**src/design/admd_consts.svh**
```systemverilog
/*
 * Constants of the digital-microphone capture and dc-measurement block:
 * register offsets, field positions, reset values and filter scaling.
 * Assumes it is included by bare name from the package and the top module.
 */
`ifndef ADMD_CONSTS_SVH
`define ADMD_CONSTS_SVH

// ****************************************************************
// Register offsets
// ****************************************************************
`define ADMD_REG_PIN_FUNC     8'h33
`define ADMD_REG_DC_CFG       8'h66
`define ADMD_REG_DC_CTRL      8'h67
`define ADMD_REG_RESULT_A     8'h68
`define ADMD_REG_RESULT_B     8'h69
`define ADMD_REG_RESULT_C     8'h6A

// ****************************************************************
// Reset values
// ****************************************************************
`define ADMD_RST_PIN_FUNC     8'h00
`define ADMD_RST_DC_CFG       8'h00
`define ADMD_RST_DC_CTRL      8'h00

// ****************************************************************
// Field positions and codes
// ****************************************************************
`define ADMD_PIN_FUNC_MSB     5
`define ADMD_PIN_FUNC_LSB     2
`define ADMD_PIN_FUNC_MODCLK  4'hA
`define ADMD_CFG_ENABLE_BIT   7
`define ADMD_CFG_TYPE_BIT     5
`define ADMD_FIELD_MSB        4
`define ADMD_CTRL_LATCH_BIT   6
`define ADMD_CTRL_PERIOD_BIT  5

// ****************************************************************
// Filter scaling and limits
// ****************************************************************
`define ADMD_D_MIN            5'h01
`define ADMD_D_MAX            5'h14
`define ADMD_WINDOW_LEN       20
`define ADMD_ONE              23'h400000
`define ADMD_EXT_BITS         20

`endif

```
**src/design/admd_pkg.sv**
```systemverilog
/*
 * Types shared by the digital-microphone and dc-measurement block.
 * Assumes admd_consts.svh is on the include path.
 */
package admd_pkg;
    `include "admd_consts.svh"

    // Filter type selected by the configuration register.
    typedef enum logic {
        ADMD_MODE_AVG = 1'b0,
        ADMD_MODE_IIR = 1'b1
    } admd_mode_t;

    typedef logic [7:0]         admd_byte_t;
    typedef logic signed [23:0] admd_result_t;
endpackage : admd_pkg

```
**src/design/admd_skid_buf.sv**
```systemverilog
/*
 * Two-entry buffer with valid and ready on both sides.
 * Assumes one clock and a synchronous active-low reset; all outputs are flops.
 */
module admd_skid_buf #(
    parameter int WIDTH = 1
) (
    input  wire logic             clk,
    input  wire logic             rst_n,
    input  wire logic             in_valid,
    output logic                  in_ready,
    input  wire logic [WIDTH-1:0] in_data,
    output logic                  out_valid,
    input  wire logic             out_ready,
    output logic      [WIDTH-1:0] out_data
);
    import admd_pkg::*;

    logic [WIDTH-1:0] skid_data;
    logic             skid_empty;

    assign in_ready = skid_empty;

    // The output word moves on when taken; a word arriving during a stall waits in the skid entry.
    always_ff @(posedge clk) begin
        if (!rst_n) begin
            out_valid  <= 1'b0;
            out_data   <= '0;
            skid_data  <= '0;
            skid_empty <= 1'b1;
        end else if (out_ready || !out_valid) begin
            if (!skid_empty) begin
                out_data   <= skid_data;
                out_valid  <= 1'b1;
                skid_empty <= 1'b1;
            end else begin
                out_valid <= in_valid;
                if (in_valid) begin
                    out_data <= in_data;
                end
            end
        end else if (in_valid && skid_empty) begin
            skid_data  <= in_data;
            skid_empty <= 1'b0;
        end
    end
endmodule // admd_skid_buf

```
**src/design/admd_top.sv**
```systemverilog
/*
 * Digital-microphone capture and dc-measurement engine of the mono ADC.
 * Assumes a byte-wide register port driven by the control interface, one
 * clock, and a synchronous active-low reset.
 */
`include "admd_consts.svh"

module admd_top (
    input  wire logic             clk,
    input  wire logic             rst_n,
    input  wire logic [7:0]       reg_addr,
    input  wire logic             reg_wr,
    input  wire admd_pkg::admd_byte_t reg_wdata,
    input  wire logic             reg_rd,
    output admd_pkg::admd_byte_t  reg_rdata,
    output logic                  reg_rvalid,
    input  wire logic             pin_one_in,
    output logic                  pin_one_out,
    output logic                  pin_one_oe,
    input  wire logic             serial_data_in,
    output logic                  mic_valid,
    input  wire logic             mic_ready,
    output logic                  mic_bit,
    output logic                  mic_overrun
);
    import admd_pkg::*;

    // ****************************************************************
    // Registers and internal state
    // ****************************************************************
    admd_byte_t   pin_func;
    admd_byte_t   dc_cfg;
    admd_byte_t   dc_ctrl;
    admd_result_t hold;
    admd_result_t dc_result;
    admd_result_t avg_res;
    logic         modulator_clock;
    logic         cap_bit;
    logic         cap_valid;
    logic         buf_ready;
    logic         latch_prev;
    logic [`ADMD_WINDOW_LEN-1:0] window;
    logic signed [43:0]          acc;
    logic [31:0]                 period_cnt;

    logic         dmic_sel;
    logic         tick;
    logic         dc_en;
    admd_mode_t   mode;
    logic [4:0]   d_eff;
    logic         per_en;
    logic         per_clear;
    logic         latch_rise;
    logic [4:0]   ones;
    logic signed [6:0]  next_sum;
    logic signed [30:0] next_prod;
    logic signed [44:0] next_diff;
    logic signed [44:0] next_step;
    logic signed [43:0] x_iir;
    logic [31:0]        period_last;
    logic [22:0]        recip_tab [1:`ADMD_WINDOW_LEN];

    // ****************************************************************
    // Decoded controls
    // ****************************************************************
    // D outside 1..20 is clamped so the filters never divide by zero or overrun the window.
    assign dmic_sel   = (pin_func[`ADMD_PIN_FUNC_MSB:`ADMD_PIN_FUNC_LSB] == `ADMD_PIN_FUNC_MODCLK);
    assign tick       = dmic_sel && !modulator_clock;
    assign dc_en      = dc_cfg[`ADMD_CFG_ENABLE_BIT];
    assign mode       = admd_mode_t'(dc_cfg[`ADMD_CFG_TYPE_BIT]);
    assign d_eff      = (dc_cfg[`ADMD_FIELD_MSB:0] < `ADMD_D_MIN) ? `ADMD_D_MIN :
                        (dc_cfg[`ADMD_FIELD_MSB:0] > `ADMD_D_MAX) ? `ADMD_D_MAX :
                        dc_cfg[`ADMD_FIELD_MSB:0];
    assign per_en     = dc_ctrl[`ADMD_CTRL_PERIOD_BIT];
    assign latch_rise = dc_ctrl[`ADMD_CTRL_LATCH_BIT] && !latch_prev;

    // ****************************************************************
    // Register port
    // ****************************************************************
    // Writes to the three control registers; result registers ignore writes.
    always_ff @(posedge clk) begin
        if (!rst_n) begin
            pin_func <= `ADMD_RST_PIN_FUNC;
            dc_cfg   <= `ADMD_RST_DC_CFG;
            dc_ctrl  <= `ADMD_RST_DC_CTRL;
        end else if (reg_wr) begin
            unique case (reg_addr)
                `ADMD_REG_PIN_FUNC: pin_func <= reg_wdata;
                `ADMD_REG_DC_CFG:   dc_cfg   <= reg_wdata;
                `ADMD_REG_DC_CTRL:  dc_ctrl  <= reg_wdata;
                default: ;
            endcase
        end
    end

    // Read data appears one cycle after the read strobe; unmapped offsets read zero.
    always_ff @(posedge clk) begin
        if (!rst_n) begin
            reg_rdata  <= 8'h00;
            reg_rvalid <= 1'b0;
        end else begin
            reg_rvalid <= reg_rd;
            if (reg_rd) begin
                unique case (reg_addr)
                    `ADMD_REG_PIN_FUNC: reg_rdata <= pin_func;
                    `ADMD_REG_DC_CFG:   reg_rdata <= dc_cfg;
                    `ADMD_REG_DC_CTRL:  reg_rdata <= dc_ctrl;
                    `ADMD_REG_RESULT_A: reg_rdata <= hold[23:16];
                    `ADMD_REG_RESULT_B: reg_rdata <= hold[15:8];
                    `ADMD_REG_RESULT_C: reg_rdata <= hold[7:0];
                    default:            reg_rdata <= 8'h00;
                endcase
            end
        end
    end

    // ****************************************************************
    // Modulator clock and multipurpose pin
    // ****************************************************************
    // The modulator clock is the system clock divided by two and leaves on the pin only in microphone mode.
    always_ff @(posedge clk) begin
        if (!rst_n) begin
            modulator_clock <= 1'b0;
            pin_one_out     <= 1'b0;
            pin_one_oe      <= 1'b0;
        end else begin
            modulator_clock <= dmic_sel ? !modulator_clock : 1'b0;
            pin_one_out     <= dmic_sel ? !modulator_clock : 1'b0;
            pin_one_oe      <= dmic_sel;
        end
    end

    // ****************************************************************
    // Microphone capture
    // ****************************************************************
    // The bit is taken at the edge on which the modulator clock rises, when it has settled.
    always_ff @(posedge clk) begin
        if (!rst_n) begin
            cap_bit   <= 1'b0;
            cap_valid <= 1'b0;
        end else begin
            cap_valid <= tick;
            if (tick) begin
                cap_bit <= serial_data_in;
            end
        end
    end

    // A captured bit that finds the buffer full is lost and flagged; leaving microphone mode clears the flag.
    always_ff @(posedge clk) begin
        if (!rst_n) begin
            mic_overrun <= 1'b0;
        end else if (cap_valid && !buf_ready) begin
            mic_overrun <= 1'b1;
        end else if (!dmic_sel) begin
            mic_overrun <= 1'b0;
        end
    end

    admd_skid_buf #(
        .WIDTH (1)
    ) u_buf (
        .clk       (clk),
        .rst_n     (rst_n),
        .in_valid  (cap_valid),
        .in_ready  (buf_ready),
        .in_data   (cap_bit),
        .out_valid (mic_valid),
        .out_ready (mic_ready),
        .out_data  (mic_bit)
    );

    // ****************************************************************
    // Periodic reset counter
    // ****************************************************************
    // Counts modulator periods and clears the filters after two to the power R of them.
    assign period_last = 32'((64'h1 << dc_ctrl[`ADMD_FIELD_MSB:0]) - 64'h1);
    assign per_clear   = per_en && cap_valid && (period_cnt == period_last);

    always_ff @(posedge clk) begin
        if (!rst_n) begin
            period_cnt <= 32'h0;
        end else if (!dc_en || !per_en || per_clear) begin
            period_cnt <= 32'h0;
        end else if (cap_valid) begin
            period_cnt <= period_cnt + 32'h1;
        end
    end

    // ****************************************************************
    // Mode A: sliding average over the last D bits
    // ****************************************************************
    // Reciprocals of the window length, so the average needs a multiply and no divider.
    for (genvar k = 1; k <= `ADMD_WINDOW_LEN; k++) begin : g_recip
        assign recip_tab[k] = 23'((32'(`ADMD_ONE) + 32'(k / 2)) / 32'(k));
    end

    // Counts the ones among the newest D bits and turns the count into a signed 2.22 mean.
    always_comb begin
        ones = 5'h00;
        for (int i = 0; i < `ADMD_WINDOW_LEN; i++) begin
            if (5'(i) < d_eff) begin
                ones = ones + {4'h0, window[i]};
            end
        end
        next_sum  = $signed({1'b0, ones, 1'b0}) - $signed({2'b00, d_eff});
        next_prod = next_sum * $signed({1'b0, recip_tab[d_eff]});
    end

    // Window and average step once per modulator period while enabled.
    always_ff @(posedge clk) begin
        if (!rst_n) begin
            window  <= '0;
            avg_res <= '0;
        end else if (!dc_en || per_clear) begin
            window  <= '0;
            avg_res <= '0;
        end else if (cap_valid) begin
            window  <= {window[`ADMD_WINDOW_LEN-2:0], cap_bit};
            avg_res <= next_prod[23:0];
        end
    end

    // ****************************************************************
    // Mode B: first-order IIR
    // ****************************************************************
    // Coefficient is two to the minus D, so each step of D roughly halves the bandwidth.
    assign x_iir     = cap_bit ? (44'(`ADMD_ONE) <<< `ADMD_EXT_BITS) : -(44'(`ADMD_ONE) <<< `ADMD_EXT_BITS);
    assign next_diff = {x_iir[43], x_iir} - {acc[43], acc};
    assign next_step = next_diff >>> d_eff;

    always_ff @(posedge clk) begin
        if (!rst_n) begin
            acc <= '0;
        end else if (!dc_en || per_clear) begin
            acc <= '0;
        end else if (cap_valid && mode == ADMD_MODE_IIR) begin
            acc <= acc + next_step[43:0];
        end
    end

    // ****************************************************************
    // Result and latch
    // ****************************************************************
    // The live result follows the selected filter; the held copy is taken when the latch bit rises.
    always_ff @(posedge clk) begin
        if (!rst_n) begin
            dc_result  <= '0;
            hold       <= '0;
            latch_prev <= 1'b0;
        end else begin
            latch_prev <= dc_ctrl[`ADMD_CTRL_LATCH_BIT];
            dc_result  <= (mode == ADMD_MODE_AVG) ? avg_res : acc[43:`ADMD_EXT_BITS];
            if (latch_rise) begin
                hold <= dc_result;
            end
        end
    end
endmodule // admd_top

```
**config.mk**
```make
export PLATFORM = sky130hd
export DESIGN_NAME = admd_top
export DESIGN_NICKNAME = d
export VERILOG_FILES = /design/src/design/admd_pkg.sv /design/src/design/admd_skid_buf.sv /design/src/design/admd_top.sv
export VERILOG_INCLUDE_DIRS = /design/src /design/src/design
export SDC_FILE = /design/constraint.sdc
export NUM_CORES = 1
export LEC_CHECK = 0
export BUFFER_PORTS_ARGS = -buffer_cell sky130_fd_sc_hd__buf_2
export CAP_MARGIN = 40
export CELL_PAD_IN_SITES_DETAIL_PLACEMENT = 1
export CELL_PAD_IN_SITES_GLOBAL_PLACEMENT = 1
export CORE_MARGIN = 5
export CORE_UTILIZATION = 49
export DETAILED_ROUTE_END_ITERATION = 8
export PLACE_DENSITY_LB_ADDON = 0.1
export SLEW_MARGIN = 20
export SYNTH_ARGS = -nofsm -noshare
export SYNTH_HDL_FRONTEND = slang
export SYNTH_SLANG_ARGS = --single-unit
```
**constraint.sdc**
```tcl
create_clock -name clk -period 26.2 [get_ports clk]
set_input_delay 1.31 -clock clk [delete_from_list [all_inputs] [get_ports clk]]
set_output_delay 1.31 -clock clk [all_outputs]
set_load 0.01 [all_outputs]
```
==> metrics.sh, run 1 <==
SYNTH-MAIN-FF-CELL='dfxtp_1'
NUMBER_OF_BUFFERS_ADDED_BY_THE_CLOCK_TREE_SYNTHESIS_STEP=26
GLOBALROUTE.TOTALOVERFLOW=0
POWER_FRAC_COMB_PCT=6.7
INITIAL_CORE_UTIL_PCT=49.4
MAXCAPVIOLATIONS=0
NETS=3219
POWER.STATIC_LEAKAGE_uW=0.0101
FINALHOLDVIOLATIONS=0
TIMING.FINAL.SETUP_VIOLATIONS=0
ROUTE.VIAS.TOTAL=21882
POWER_PER_CELL_AREA_nW_PER_UM2=31.9
DP_HPWL_MICRONS=56000
DPL_WORST_SLACK_NS=5.77
SETUP_WS_NS=5.62
FINAL.HOLD.WORST_SLACK_NS=0.451
CLOCK_POWER_SHARE_PCT=51.1
ANTENNA_FOUND_INITIAL=1
DETAIL_ROUTE.DRC_VIOLATIONS=0
PLACE.PORT_BUFFERS=35
COUNT_OF_YOSYS_WARNINGS_DURING_SYNTHESIS=0
DIE_AREA_SQ_UM=49900
FIN_UTIL_PCT=52.9
SEQ_AREA_FRAC_SYNTH_PCT=18.9
WORST_SETUP_PATH_END_KIND='flip-flop'
H_TREE_DEPTH_REPORTED_BY_CTS=1
TIGHTEST_HOLD_CHECK_TYPE='reg2reg'
FINAL_CELL_COUNT_NO_FILL=3576
CRITPATHMAXSTAGEDELAY_NS=0.85
CELL_INTERNAL_PWR_uW=578
WORSTPATHREQUIRED_NS=26.65
FINALCRITICALPERIOD_NS=20.58
FLOORPLAN_DIE_WIDTH_MICRONS=223
YOSYSTOPAREACELL='dfxtp_1'
SYNTH_TOP_AREA_SHARE_PCT=18.9
CLOCK_INSERTION_DELAY_WORST_SKEW_NS=0.56
CRITICAL_PATH.STARTPOINT_TYPE='flip-flop'
DETAIL_ROUTE.FIRST_PASS.ITERATIONS=7
FP-ROW-COUNT=78
NETSWITCHINGFRACTION_PCT=24.3
CTS_HOLD_BUF=0
WORST-ENDPOINT-ARRIVAL_NS=21.03
TRITONCTS_CLOCK_TREE='built'
MAX_SLEW.WORST_PIN.SLEW_NS=0.929
P_SEQ_SHARE_PCT=42.2
DETAIL_ROUTE.WL_PER_CELL_MICRONS=21.3
CLK_ROOT_BUFFER_CELL='clkbuf_16'
CTS_NUM_SINKS=211
COUNT_OF_CELLS_ALONG_THE_WORST_REGISTER_TO_REGISTER_PATH=91
FP.COREAREA_SQ_UM=45200
PLACEDCELLCOUNT=3526
SETUP-TNS-FINAL_NS=0
DRT_FIRST_ITER_VIOLATIONS=1809
VIAS_IN_THE_FIRST_GLOBAL_ROUTE=22459
CTS-RESIZED-GATES=0
GRT_UTIL_ALL_LAYERS_PCT=29.6
VDD.IR_DROP.WORST_V=0.0000446
DIODES=0
ROUTE.ANTENNA.REMAINING_NETS=0
VIAS_PER_CELL=6.12
ROUTED_WL_MICRONS=76100
OUTCOME='complete, no violations'
SYNTH_ENABLE_FLOP_CELLS=0
DRV_SLEW=0
CRIT_SLOWEST_CELL='a2111oi_0'
GRT_SETUP_UNREPAIRED='false'
SYNTH_ASYNC_SR_FLOP_SHARE_PCT=0
ACHIEVABLE-FREQUENCY_GHz=0.0486
GRT_FIRST_PASS_WIRELENGTH_MICRONS=123000
PIN_COUNT_OF_THE_BIGGEST_NET_ENTERING_GLOBAL_ROUTING=93
POSTCTSSETUPREPAIRBUFS=0
SYNTH_NETS=3299
POST_SYNTH_NUM_CELL_TYPES=87
CLK_TRANSITION_REPORTED_PATHS_NS=0.07
PATH_MAX_FANOUT=70
SWITCHINGPOWER_uW=186
GLOBALPLACE.CONGESTION=0.926
SYNTH_TOP_CELLS_BY_AREA='dfxtp_1, fa_1, ha_1'
SYNTH_AREA_PER_CELL_SQ_UM=7.35
FINAL.SETUP_SKEW_NS=0.0166
AREA.GROWTH.SYNTH_TO_FINAL_PCT=7.03
YS_FF_LATCH=211
DIE-HEIGHT_MICRONS=223
CRITICAL_PATH.MOST_COMMON_CELL='ha_1'
FIN_CRIT_SH_PCT=78.6
PATH_TYPE_OF_THE_WORST_SETUP_PATH='reg2reg'
POSTSYNTHCELLCOUNT=3037
WORST_SLEW_MARGIN_REL_PCT=36.5
TIMING.HOLD.WORST_PATH_DEPTH=2
CLK_PATH_BUF_DEPTH=3
SUMMED_INSTANCE_AREA_OF_THE_SYNTHESIZED_NETLIST_SQ_UM=22300
POST_ROUTE_CELLS_DRIVE_ABOVE_1_SHARE_PCT=6.35
PIN_COUNT=37
per-layer routing:
layer	vias to the layer above	GRT usage, %	share of wire, %
li1	10368	-	-
met1	10807	40.8	45
met2	586	49.5	46
met3	119	4.08	5.9
met4	2	7.04	2.6
met5	-	0	0.026
cell families after synthesis:
| logic type | count (synthesis) | synth area share [%] |
|---|---|---|
| compound gates | 756 | 21.5 |
| xor+xnor | 163 | 7.07 |
| fa+ha+maj | 239 | 16.6 |
| buf+inv | 369 | 6.24 |
| flops | 211 | 18.9 |
| mux | 134 | 6.11 |
| simple gates | 1165 | 23.5 |
synthesized netlist by cell type, drive strengths merged, types with 8 or more instances:
cell / count
nor2: 431
nand2: 350
a21oi: 232
dfxtp: 211
inv: 175
o21ai: 164
clkbuf: 154
ha: 144
mux2i: 115
fa: 95
xnor2: 91
nand3: 75
xor2: 65
nor2b: 62
nor3: 55
a21boi: 52
a21o: 39
buf: 38
a211oi: 35
nand2b: 33
a31oi: 28
and3: 25
o22ai: 25
nor4: 24
and2: 23
o21a: 21
a22oi: 19
mux2: 19
o21bai: 19
o211ai: 18
nand4: 16
or3: 16
or2: 14
o31ai: 13
a41oi: 12
a222oi: 9
nand3b: 9
nor3b: 8
power by group through the flow:
| stage | Combinational (uW) | Clock [uW] | Sequential (uW) |
|---|---|---|---|
| final | 51.3 | 390 | 322 |
| after global routing | 57.0 | 408 | 322 |
| after CTS | 51.0 | 397 | 322 |
| after detailed placement | 50.6 | 0 | 329 |
| after global placement | 48.7 | 0 | 329 |
| after floorplan | 36.6 | 0 | 329 |
final cells by class:
type | count | area, sq um
fill | 5728 | 21300
sequential | 211 | 4230
tap | 600 | 751
multi-input combinational | 2457 | 16700
clock inverter | 9 | 141
clock buffer | 38 | 776
inverter | 177 | 664
timing repair buffer | 84 | 584
layout by cell type (no fill, tap or decap), types with 9 or more instances in the layout:
master	instances
a211oi_1	34
a21boi_0	52
a21o_1	38
a21oi_1	232
a222oi_1	9
a22oi_1	19
a31oi_1	28
a41oi_1	11
and2_1	23
and3_1	25
buf_2	37
buf_4	43
clkbuf_16	26
dfxtp_1	207
fa_1	95
ha_1	144
inv_1	172
mux2_2	19
mux2i_1	115
nand2_1	349
nand2b_1	33
nand3_1	74
nand3b_1	9
nand4_1	16
nor2_1	431
nor2b_1	62
nor3_1	55
nor4_1	24
o211ai_1	18
o21a_1	21
o21ai_0	158
o21bai_1	19
o22ai_1	25
o31ai_1	13
or2_2	13
or3_1	16
xnor2_1	86
xor2_1	64
worst paths after layout:
check,startpoint,to,slack [ns]
setup / recovery,dc_cfg[4]$_SDFFE_PN0P_,avg_res[22]$_SDFFE_PP0P_,5.62
hold / removal,dc_result[23]$_SDFF_PN0_,hold[23]$_SDFFE_PN0P_,0.45
setup reg to reg,dc_cfg[4]$_SDFFE_PN0P_,avg_res[22]$_SDFFE_PP0P_,5.62
hold reg to reg,dc_result[23]$_SDFF_PN0_,hold[23]$_SDFFE_PN0P_,0.45
state kept, by name, indices dropped and copies added (netlist names):
signal           count
pin_func             8
modulator_clock      1
reg_rvalid           1
period_cnt          32
u_buf.out_valid      1
reg_rdata            8
dc_ctrl              8
u_buf.skid_data      1
hold                24
pin_one_oe           1
cap_bit              1
latch_prev           1
mic_overrun          1
cap_valid            1
dc_result           24
u_buf.in_ready       1
u_buf.out_data       1
acc                 44
dc_cfg               8
window              20
avg_res             24
stage by stage:
step	cell area, sq um	total power (uW)
final	23900	763
after global routing	23900	787
after CTS	23900	771
after detailed placement	23000	380
after global placement	22900	378
after floorplan	22300	366
critical path: cells and delay by family, from the launching register on:
kind / cells / cell delay, ns
adders and majority gates: 24 / 8.36
AOI/OAI and AO/OA: 30 / 6.10
and+or+nand+nor: 24 / 2.46
buffers and inverters: 7 / 1.36
muxes: 5 / 1.32
DFF: 1 / 0.65
xor gates and xnor gates: 1 / 0.16
Power figures use the tool's default switching activity.
==> run 2: changes to the inputs <==
- clock period: 26.2 -> 19.1 ns (I/O delays scaled with it)
==> run 2 against run 1 <==
Net effect:
- wire length rose by 0.47%
- register-to-register slack got worse by 4.9 ns
- sequential power increased by 37%
- die area unchanged
- first-iteration DRC count shrank 9.7%
- via count grew 0.96%
- worst hold slack improved by 0.0087 ns
- sequential share of layout area shrank 0.31 points
- setup slack worse by 4.9 ns
- clock power grew 36%
- clock skew rose by 0.0081 ns
- highest routed layer is now met4
==> metrics.sh, run 2 (synthesis results as in run 1) <==
DETAIL_ROUTE.WL_PER_CELL_MICRONS=21.2  # -0.25%
DETAIL_ROUTE.DRC_VIOLATIONS=0  # unchanged
FINALHOLDVIOLATIONS=0  # unchanged
CRITICAL_PATH.MOST_COMMON_CELL='ha_1'
CRITICAL_PATH.STARTPOINT_TYPE='flip-flop'
POWER_PER_CELL_AREA_nW_PER_UM2=43.4  # +36%
LARGEST-REGISTER='acc'
ROUTE.ANTENNA.REMAINING_NETS=0  # unchanged
WORSTPATHREQUIRED_NS=19.59  # -7.06 ns
MAX_FFS_PER_REGISTER=44  # unchanged
CLK_PATH_BUF_DEPTH=3  # unchanged
NETS=3244  # +0.78%
VIAS_PER_CELL=6.13  # +0.23%
DRV_SLEW=0  # unchanged
CRIT_SLOWEST_CELL='fa_1'
DETAIL_ROUTE.FIRST_PASS.ITERATIONS=6  # -1
TRITONCTS_CLOCK_TREE='built'
FINAL.HOLD.WORST_SLACK_NS=0.460  # +0.00869 ns
PLACED_AREA_SQ_UM=23000  # +0.21%
GLOBALPLACE.CONGESTION=0.912  # -1.5%
CTS_NUM_SINKS=211  # unchanged
CLK_ROOT_BUFFER_CELL='clkbuf_16'
FF_TO_FF_SETUP_SLACK_NS=0.70  # -4.92 ns
GRT_UTIL_ALL_LAYERS_PCT=29.5  # -0.17 points
PATH_TYPE_OF_THE_WORST_SETUP_PATH='reg2reg'
POWER.STATIC_LEAKAGE_uW=0.0103  # +1.4%
LARGEST_REGISTERS_IN_THE_FINAL_LAYOUT='acc: 44 flops, period_cnt: 32 flops'
CLOCK_INSERTION_DELAY_WORST_SKEW_NS=0.58  # +0.02 ns
DP_HPWL_MICRONS=56600  # +0.98%
WORST_SETUP_PATH_END_KIND='flip-flop'
FINAL.SETUP_SKEW_NS=0.0247  # +0.00805 ns
PLACE.PORT_BUFFERS=35  # unchanged
PIN_COUNT_OF_THE_BIGGEST_NET_ENTERING_GLOBAL_ROUTING=93  # unchanged
VDD.IR_DROP.WORST_V=0.0000584  # +31%
DIE_AREA_SQ_UM=49900  # unchanged
VIAS_IN_THE_FIRST_GLOBAL_ROUTE=22564  # +0.47%
POST_ROUTE_CELLS_DRIVE_ABOVE_1_SHARE_PCT=8.53  # +2.2 points
TIGHTEST_HOLD_CHECK_TYPE='reg2reg'
MAXCAPVIOLATIONS=0  # unchanged
MAX_SLEW.WORST_PIN.SLEW_NS=0.925  # -0.00458 ns
NUMBER_OF_BUFFERS_ADDED_BY_THE_CLOCK_TREE_SYNTHESIS_STEP=27  # +3.8%
GLOBALROUTE.TOTALOVERFLOW=0  # unchanged
PATH_MAX_FANOUT=17  # -76%
OUTCOME='complete, no violations'
ROUTE.VIAS.TOTAL=22091  # +0.96%
CRITPATHMAXSTAGEDELAY_NS=0.58  # -0.27 ns
ANTENNA_FOUND_INITIAL=1  # unchanged
DIE-HEIGHT_MICRONS=223  # unchanged
FP.COREAREA_SQ_UM=45200  # unchanged
FLOORPLAN_DIE_WIDTH_MICRONS=223  # unchanged
INITIAL_CORE_UTIL_PCT=49.4  # unchanged
DESIGN_AREA_SQ_UM=24300  # +1.8%
FINALCRITICALPERIOD_NS=18.40  # -2.18 ns
WORST_SLEW_MARGIN_REL_PCT=37.9  # +1.4 points
AREA.GROWTH.SYNTH_TO_FINAL_PCT=8.99
MOST_COMMON_CELL_AFTER_LAYOUT_FILL_AND_TAPS_ASIDE='nor2_1'
LAYOUT.CELLS.MOST_COMMON_LIST='nor2_1, nand2_1, a21oi_1'
H_TREE_DEPTH_REPORTED_BY_CTS=1  # unchanged
GRT_FIRST_PASS_WIRELENGTH_MICRONS=122000  # -0.39%
PIN_COUNT=37  # unchanged
CLK_TRANSITION_REPORTED_PATHS_NS=0.06  # about the same
ACHIEVABLE-FREQUENCY_GHz=0.0544  # +12%
DRT_FIRST_ITER_VIOLATIONS=1633  # -9.7%
TIMING.FINAL.SETUP_VIOLATIONS=0  # unchanged
ROUTED_WL_MICRONS=76400  # +0.47%
FIN_CRIT_SH_PCT=96.3  # +18 points
WORST-ENDPOINT-ARRIVAL_NS=18.89  # -2.14 ns
FP-ROW-COUNT=78  # unchanged
[run 2: area by class of cell]
class | instances | area [sq um]
sequential | 211 | 4240
clock inverter | 12 | 133
fill | 5747 | 20900
antenna | 1 | 2.50
multi-input combinational | 2457 | 17000
inverter | 177 | 664
clock buffer | 36 | 779
tap | 600 | 751
timing repair buffer | 108 | 761
[run 2: what timing repair did]
item                                    4_1_cts  5_1_grt
endpoints found under the setup margin        4       10
resized for setup                            14       35
buffers inserted                              3       13
pin swaps                                     3       37
hold buffers                                  0        0
[run 2: power by group]
part / leakage [uW] / internal, uW / switching [uW]
Sequential: 0.00170 / 441 / 1.08
Combinational: 0.00813 / 37.9 / 45.2
Clock: 0.000459 / 314 / 217
Total: 0.0103 / 792 / 264
[run 2: per-stage QoR]
stage                     power (uW)  worst slack [ns]  util (%)  TNS, ns  cells
after floorplan                  502             0.975         -        0   3037
after global placement           522             0.247      50.7        0   3528
after detailed placement         524            -0.483      50.9    -1.08   3533
after CTS                       1060            0.0197      53.1        0   3584
after global routing            1090            -0.251      53.9   -0.586   3602
final                           1060             0.701      53.9        0   3602
[run 2: path summary, 6_finish.rpt]
kind                                            endpoint  depth (start not counted)                     start
worst min-delay path               hold[18]$_SDFFE_PN0P_                          2  dc_result[18]$_SDFF_PN0_
worst min register to register     hold[18]$_SDFFE_PN0P_                          2  dc_result[18]$_SDFF_PN0_
worst max register to register  avg_res[23]$_SDFFE_PP0P_                         95    dc_cfg[4]$_SDFFE_PN0P_
worst max-delay path            avg_res[23]$_SDFFE_PP0P_                         95    dc_cfg[4]$_SDFFE_PN0P_
[run 2: per-layer routing]
| layer | up-vias | global-route usage, % | wire length [microns] |
|---|---|---|---|
| met4 | 0 | 7.91 | 2130 |
| met3 | 130 | 3.78 | 4170 |
| met1 | 10977 | 40.1 | 34300 |
| met2 | 573 | 49.5 | 35800 |
| met5 | - | 0 | 0 |
| li1 | 10411 | - | - |
[run 2: worst max-delay path: cells and delay by family (launching register included)]
kind | cells | cell delay, ns
compound gates | 31 | 5.36
simple gates | 26 | 2.35
flops | 1 | 0.38
buf+inv | 6 | 0.66
mux | 5 | 1.22
xor+xnor | 2 | 0.51
fa+ha+maj | 25 | 7.82
==> run 3: changes to the inputs <==
- CELL_PAD_IN_SITES_DETAIL_PLACEMENT: 1 -> not set
- CELL_PAD_IN_SITES_GLOBAL_PLACEMENT: 1 -> not set
- CORE_UTILIZATION: 49 -> 45
- PLACE_DENSITY_LB_ADDON: 0.1 -> not set
==> run 3 against run 2 <==
Net effect:
- worst hold slack worse by 0.013 ns
- count of clock-buffer cells in the layout is 2 lower
- flip-flop and latch count stayed put
- wire length is 14% lower
- highest routed layer unchanged
- final cell count is 1.5% higher
- register-to-register slack better by 0.17 ns
- sequential share of layout area is 0.067 points higher
- combinational power is 3.5% lower
- global-route usage is 6.2 points lower
==> metrics.sh, run 3 (synthesis results as in run 1) <==
DRT_FIRST_ITER_VIOLATIONS=1883  # +15%
DRV_SLEW=0  # unchanged
MULTI_INPUT_AREA_SQ_UM=16900  # -0.57%
PLACED_AREA_SQ_UM=23100  # +0.21%
VIAS_IN_THE_FIRST_GLOBAL_ROUTE=19740  # -13%
LARGEST-REGISTER='acc'
TOP_LAYER='met4'
PIN_COUNT_OF_THE_BIGGEST_NET_ENTERING_GLOBAL_ROUTING=93  # unchanged
CRITPATHMAXSTAGEDELAY_NS=0.56  # -0.02 ns
CLK_PATH_BUF_DEPTH=3  # unchanged
CRITICAL_PATH_CELL_COUNT=94  # -1.1%
VDD.IR_DROP.WORST_V=0.0000634  # +8.6%
DIODES=0  # -1
CRITICAL_REGISTER_TO_REGISTER_PATH_STARTPOINT='dc_cfg[1]$_SDFFE_PN0P_'
CRITICAL_PATH.MOST_COMMON_CELL='ha_1'
WIRELENGTH_MET1_MICRONS=30100  # -12%
TIMING.FINAL.SETUP_VIOLATIONS=0  # unchanged
WORSTPATHREQUIRED_NS=19.61  # +0.02 ns
WL_MET3_MICRONS=3510  # -16%
REGTOREGENDPOINT='avg_res[23]$_SDFFE_PP0P_'
DIE_AREA_SQ_UM=54200  # +8.5%
PATH_MAX_FANOUT=4  # -13
NETS=3234  # -0.31%
FINAL.SETUP_SKEW_NS=0.0239  # -0.000728 ns
MOST_COMMON_CELL_AFTER_LAYOUT_FILL_AND_TAPS_ASIDE='nor2_1'
CRIT_SLOWEST_CELL='fa_1'
FLOORPLAN_DIE_WIDTH_MICRONS=233  # +4.2%
WORST_HOLD_PATH.ENDPOINT='hold[8]$_SDFFE_PN0P_'
TRITONCTS_CLOCK_TREE='built'
INITIAL_CORE_UTIL_PCT=45.5  # -3.9 points
GRT_UTIL_ALL_LAYERS_PCT=23.3  # -6.2 points
PATH_TYPE_OF_THE_WORST_SETUP_PATH='reg2reg'
NUMBER_OF_BUFFERS_ADDED_BY_THE_CLOCK_TREE_SYNTHESIS_STEP=27  # unchanged
FINAL.HOLD.WORST_SLACK_NS=0.447  # -0.0125 ns
CTS_HOLD_BUF=0  # unchanged
VIAS_PER_CELL=5.80  # -5.5%
WORST-ENDPOINT-ARRIVAL_NS=18.74  # -0.15 ns
GLOBALPLACE.CONGESTION=0.940  # +3.1%
MAX_SLEW.WORST_PIN.SLEW_NS=0.883  # -0.0415 ns
POWER.STATIC_LEAKAGE_uW=0.0102  # -0.70%
CRITPATHTOPFAMILY='adder cells'
DETAIL_ROUTE.FIRST_PASS.ITERATIONS=7  # +1
LAYOUT.AREA.SEQ_SQ_UM=4240  # unchanged
H_TREE_DEPTH_REPORTED_BY_CTS=1  # unchanged
CRITICAL_PATH.STARTPOINT_TYPE='flip-flop'
MAXCAPVIOLATIONS=0  # unchanged
PIN_COUNT=37  # unchanged
GRT_FIRST_PASS_WIRELENGTH_MICRONS=105000  # -14%
FF_TO_FF_SETUP_SLACK_NS=0.88  # +0.17 ns
CLOCK_INSERTION_DELAY_WORST_SKEW_NS=0.58  # about the same
POST_ROUTE_CELLS_DRIVE_ABOVE_1_SHARE_PCT=7.92  # -0.61 points
CLK_ROOT_BUFFER_CELL='clkbuf_16'
LAYOUT.CELLS.MOST_COMMON_LIST='nor2_1, nand2_1, a21oi_1'
GLOBALROUTE.TOTALOVERFLOW=0  # unchanged
FP-ROW-COUNT=81  # +3.8%
DESIGN_AREA_SQ_UM=24200  # -0.39%
PLACE.PORT_BUFFERS=35  # unchanged
WORST_SLEW_MARGIN_REL_PCT=40.6  # +2.7 points
FP.COREAREA_SQ_UM=49100  # +8.6%
MET2_WIRELENGTH_FROM_DETAILED_ROUTING_MICRONS=30600  # -15%
ANTENNA_FOUND_INITIAL=0  # -1
OUTCOME='complete, no violations'
REPORT.POWER.TOTAL_uW=1040  # -1.3%
ACHIEVABLE-FREQUENCY_GHz=0.0549  # +0.96%
CTS_NUM_SINKS=211  # unchanged
ROUTE.VIAS.TOTAL=21191  # -4.1%
TIMING.HOLD.WORST.START='dc_result[8]$_SDFF_PN0_'
COUNT_OF_CELLS_ALONG_THE_WORST_REGISTER_TO_REGISTER_PATH=94  # -1.1%
DETAIL_ROUTE.WL_PER_CELL_MICRONS=18.0  # -15%
CLK_TRANSITION_REPORTED_PATHS_NS=0.07  # about the same
DIE-HEIGHT_MICRONS=233  # +4.2%
DP_HPWL_MICRONS=48100  # -15%
FINALHOLDVIOLATIONS=0  # unchanged
AREA.GROWTH.SYNTH_TO_FINAL_PCT=8.57
ROUTE.ANTENNA.REMAINING_NETS=0  # unchanged
ROUTED_WL_MICRONS=65700  # -14%
POWER_PER_CELL_AREA_nW_PER_UM2=43.0  # -0.94%
FIN_CRIT_SH_PCT=95.4  # -0.91 points
WORST_SETUP_PATH_END_KIND='flip-flop'
DETAIL_ROUTE.DRC_VIOLATIONS=0  # unchanged
TIMING.CRITICAL_PATH.BUF_INV=7  # +1
NFILLCELLS=4928  # -14%
TIMING.HOLD.WORST_PATH_DEPTH=2  # unchanged
FINALCRITICALPERIOD_NS=18.22  # -0.175 ns
MAX_FFS_PER_REGISTER=44  # unchanged
LARGEST_REGISTERS_IN_THE_FINAL_LAYOUT='acc: 44 flops, period_cnt: 32 flops'
TIGHTEST_HOLD_CHECK_TYPE='reg2reg'
==> run 3: cell count changes in the layout (fill, tap and decap cells not counted), moves of 3 or more <==
cell / previous run / this run
inv_6: 1 / 5
ha_1: 134 / 138
ha_4: 8 / 5
buf_4: 64 / 56
clkinv_2: 7 / 4
xnor2_1: 84 / 87
xnor2_2: 6 / 3
==> run 3: how the worst max path moves through the flow <==
stage	startpoint	endpoint	slack [ns]
final	dc_cfg[1]$_SDFFE_PN0P_	avg_res[23]$_SDFFE_PP0P_	0.88
after global routing	dc_cfg[1]$_SDFFE_PN0P_	avg_res[23]$_SDFFE_PP0P_	-0.14
after CTS	window[0]$_SDFFE_PP0P_	avg_res[22]$_SDFFE_PP0P_	0.12
after detailed placement	window[0]$_SDFFE_PP0P_	avg_res[22]$_SDFFE_PP0P_	0.19
after global placement	window[0]$_SDFFE_PP0P_	avg_res[23]$_SDFFE_PP0P_	0.46
after floorplan	dc_cfg[2]$_SDFFE_PN0P_	avg_res[22]$_SDFFE_PP0P_	0.98
==> run 3: per-layer routing <==
metal	GRT usage, %	vias up
met1	32.2	10030
li1	-	10411
met5	0	-
met3	2.21	95
met2	39.5	655
met4	5.34	0
==> run 3: power by group <==
group	internal (uW)	switching [uW]
sequential	441	0.535
combinational	37.2	43.0
clock	297	223
==> run 3: repair_timing <==
action,4_1_cts,5_1_grt
endpoints found under the setup margin,0,8
buffers inserted,0,10
gates resized for setup,0,36
hold endpoints to repair,0,0
==> run 3: through the flow <==
step	std cells	setup WS, ns	utilization [%]	TNS, ns
detailed placement	3595	0.186	47.0	0
floorplan	3037	0.975	-	0
global placement	3590	0.465	46.9	0
CTS	3644	0.120	48.8	0
finish	3656	0.876	49.4	0
global route	3656	-0.142	49.4	-0.260
==> run 3: worst register-to-register path: cells and delay by family (launching register included) <==
family                     cells  cell delay [ns]
adders and majority gates     25             8.32
xor gates and xnor gates       2             0.56
DFF                            1             0.33
muxes                          5             1.18
and+or+nand+nor               26             2.46
buffers and inverters          7             0.68
AOI/OAI and AO/OA             29             4.62
==> run 3: layout make-up <==
| cell class | instances | area share, % |
|---|---|---|
| flip-flops and latches | 211 | 17.5 |
| well taps | 664 | 3.43 |
| multi-input cells | 2457 | 69.8 |
| clock buffers | 34 | 3.10 |
| clock inverters | 15 | 0.604 |
| repair buffers | 98 | 2.89 |
| inverters | 177 | 2.74 |
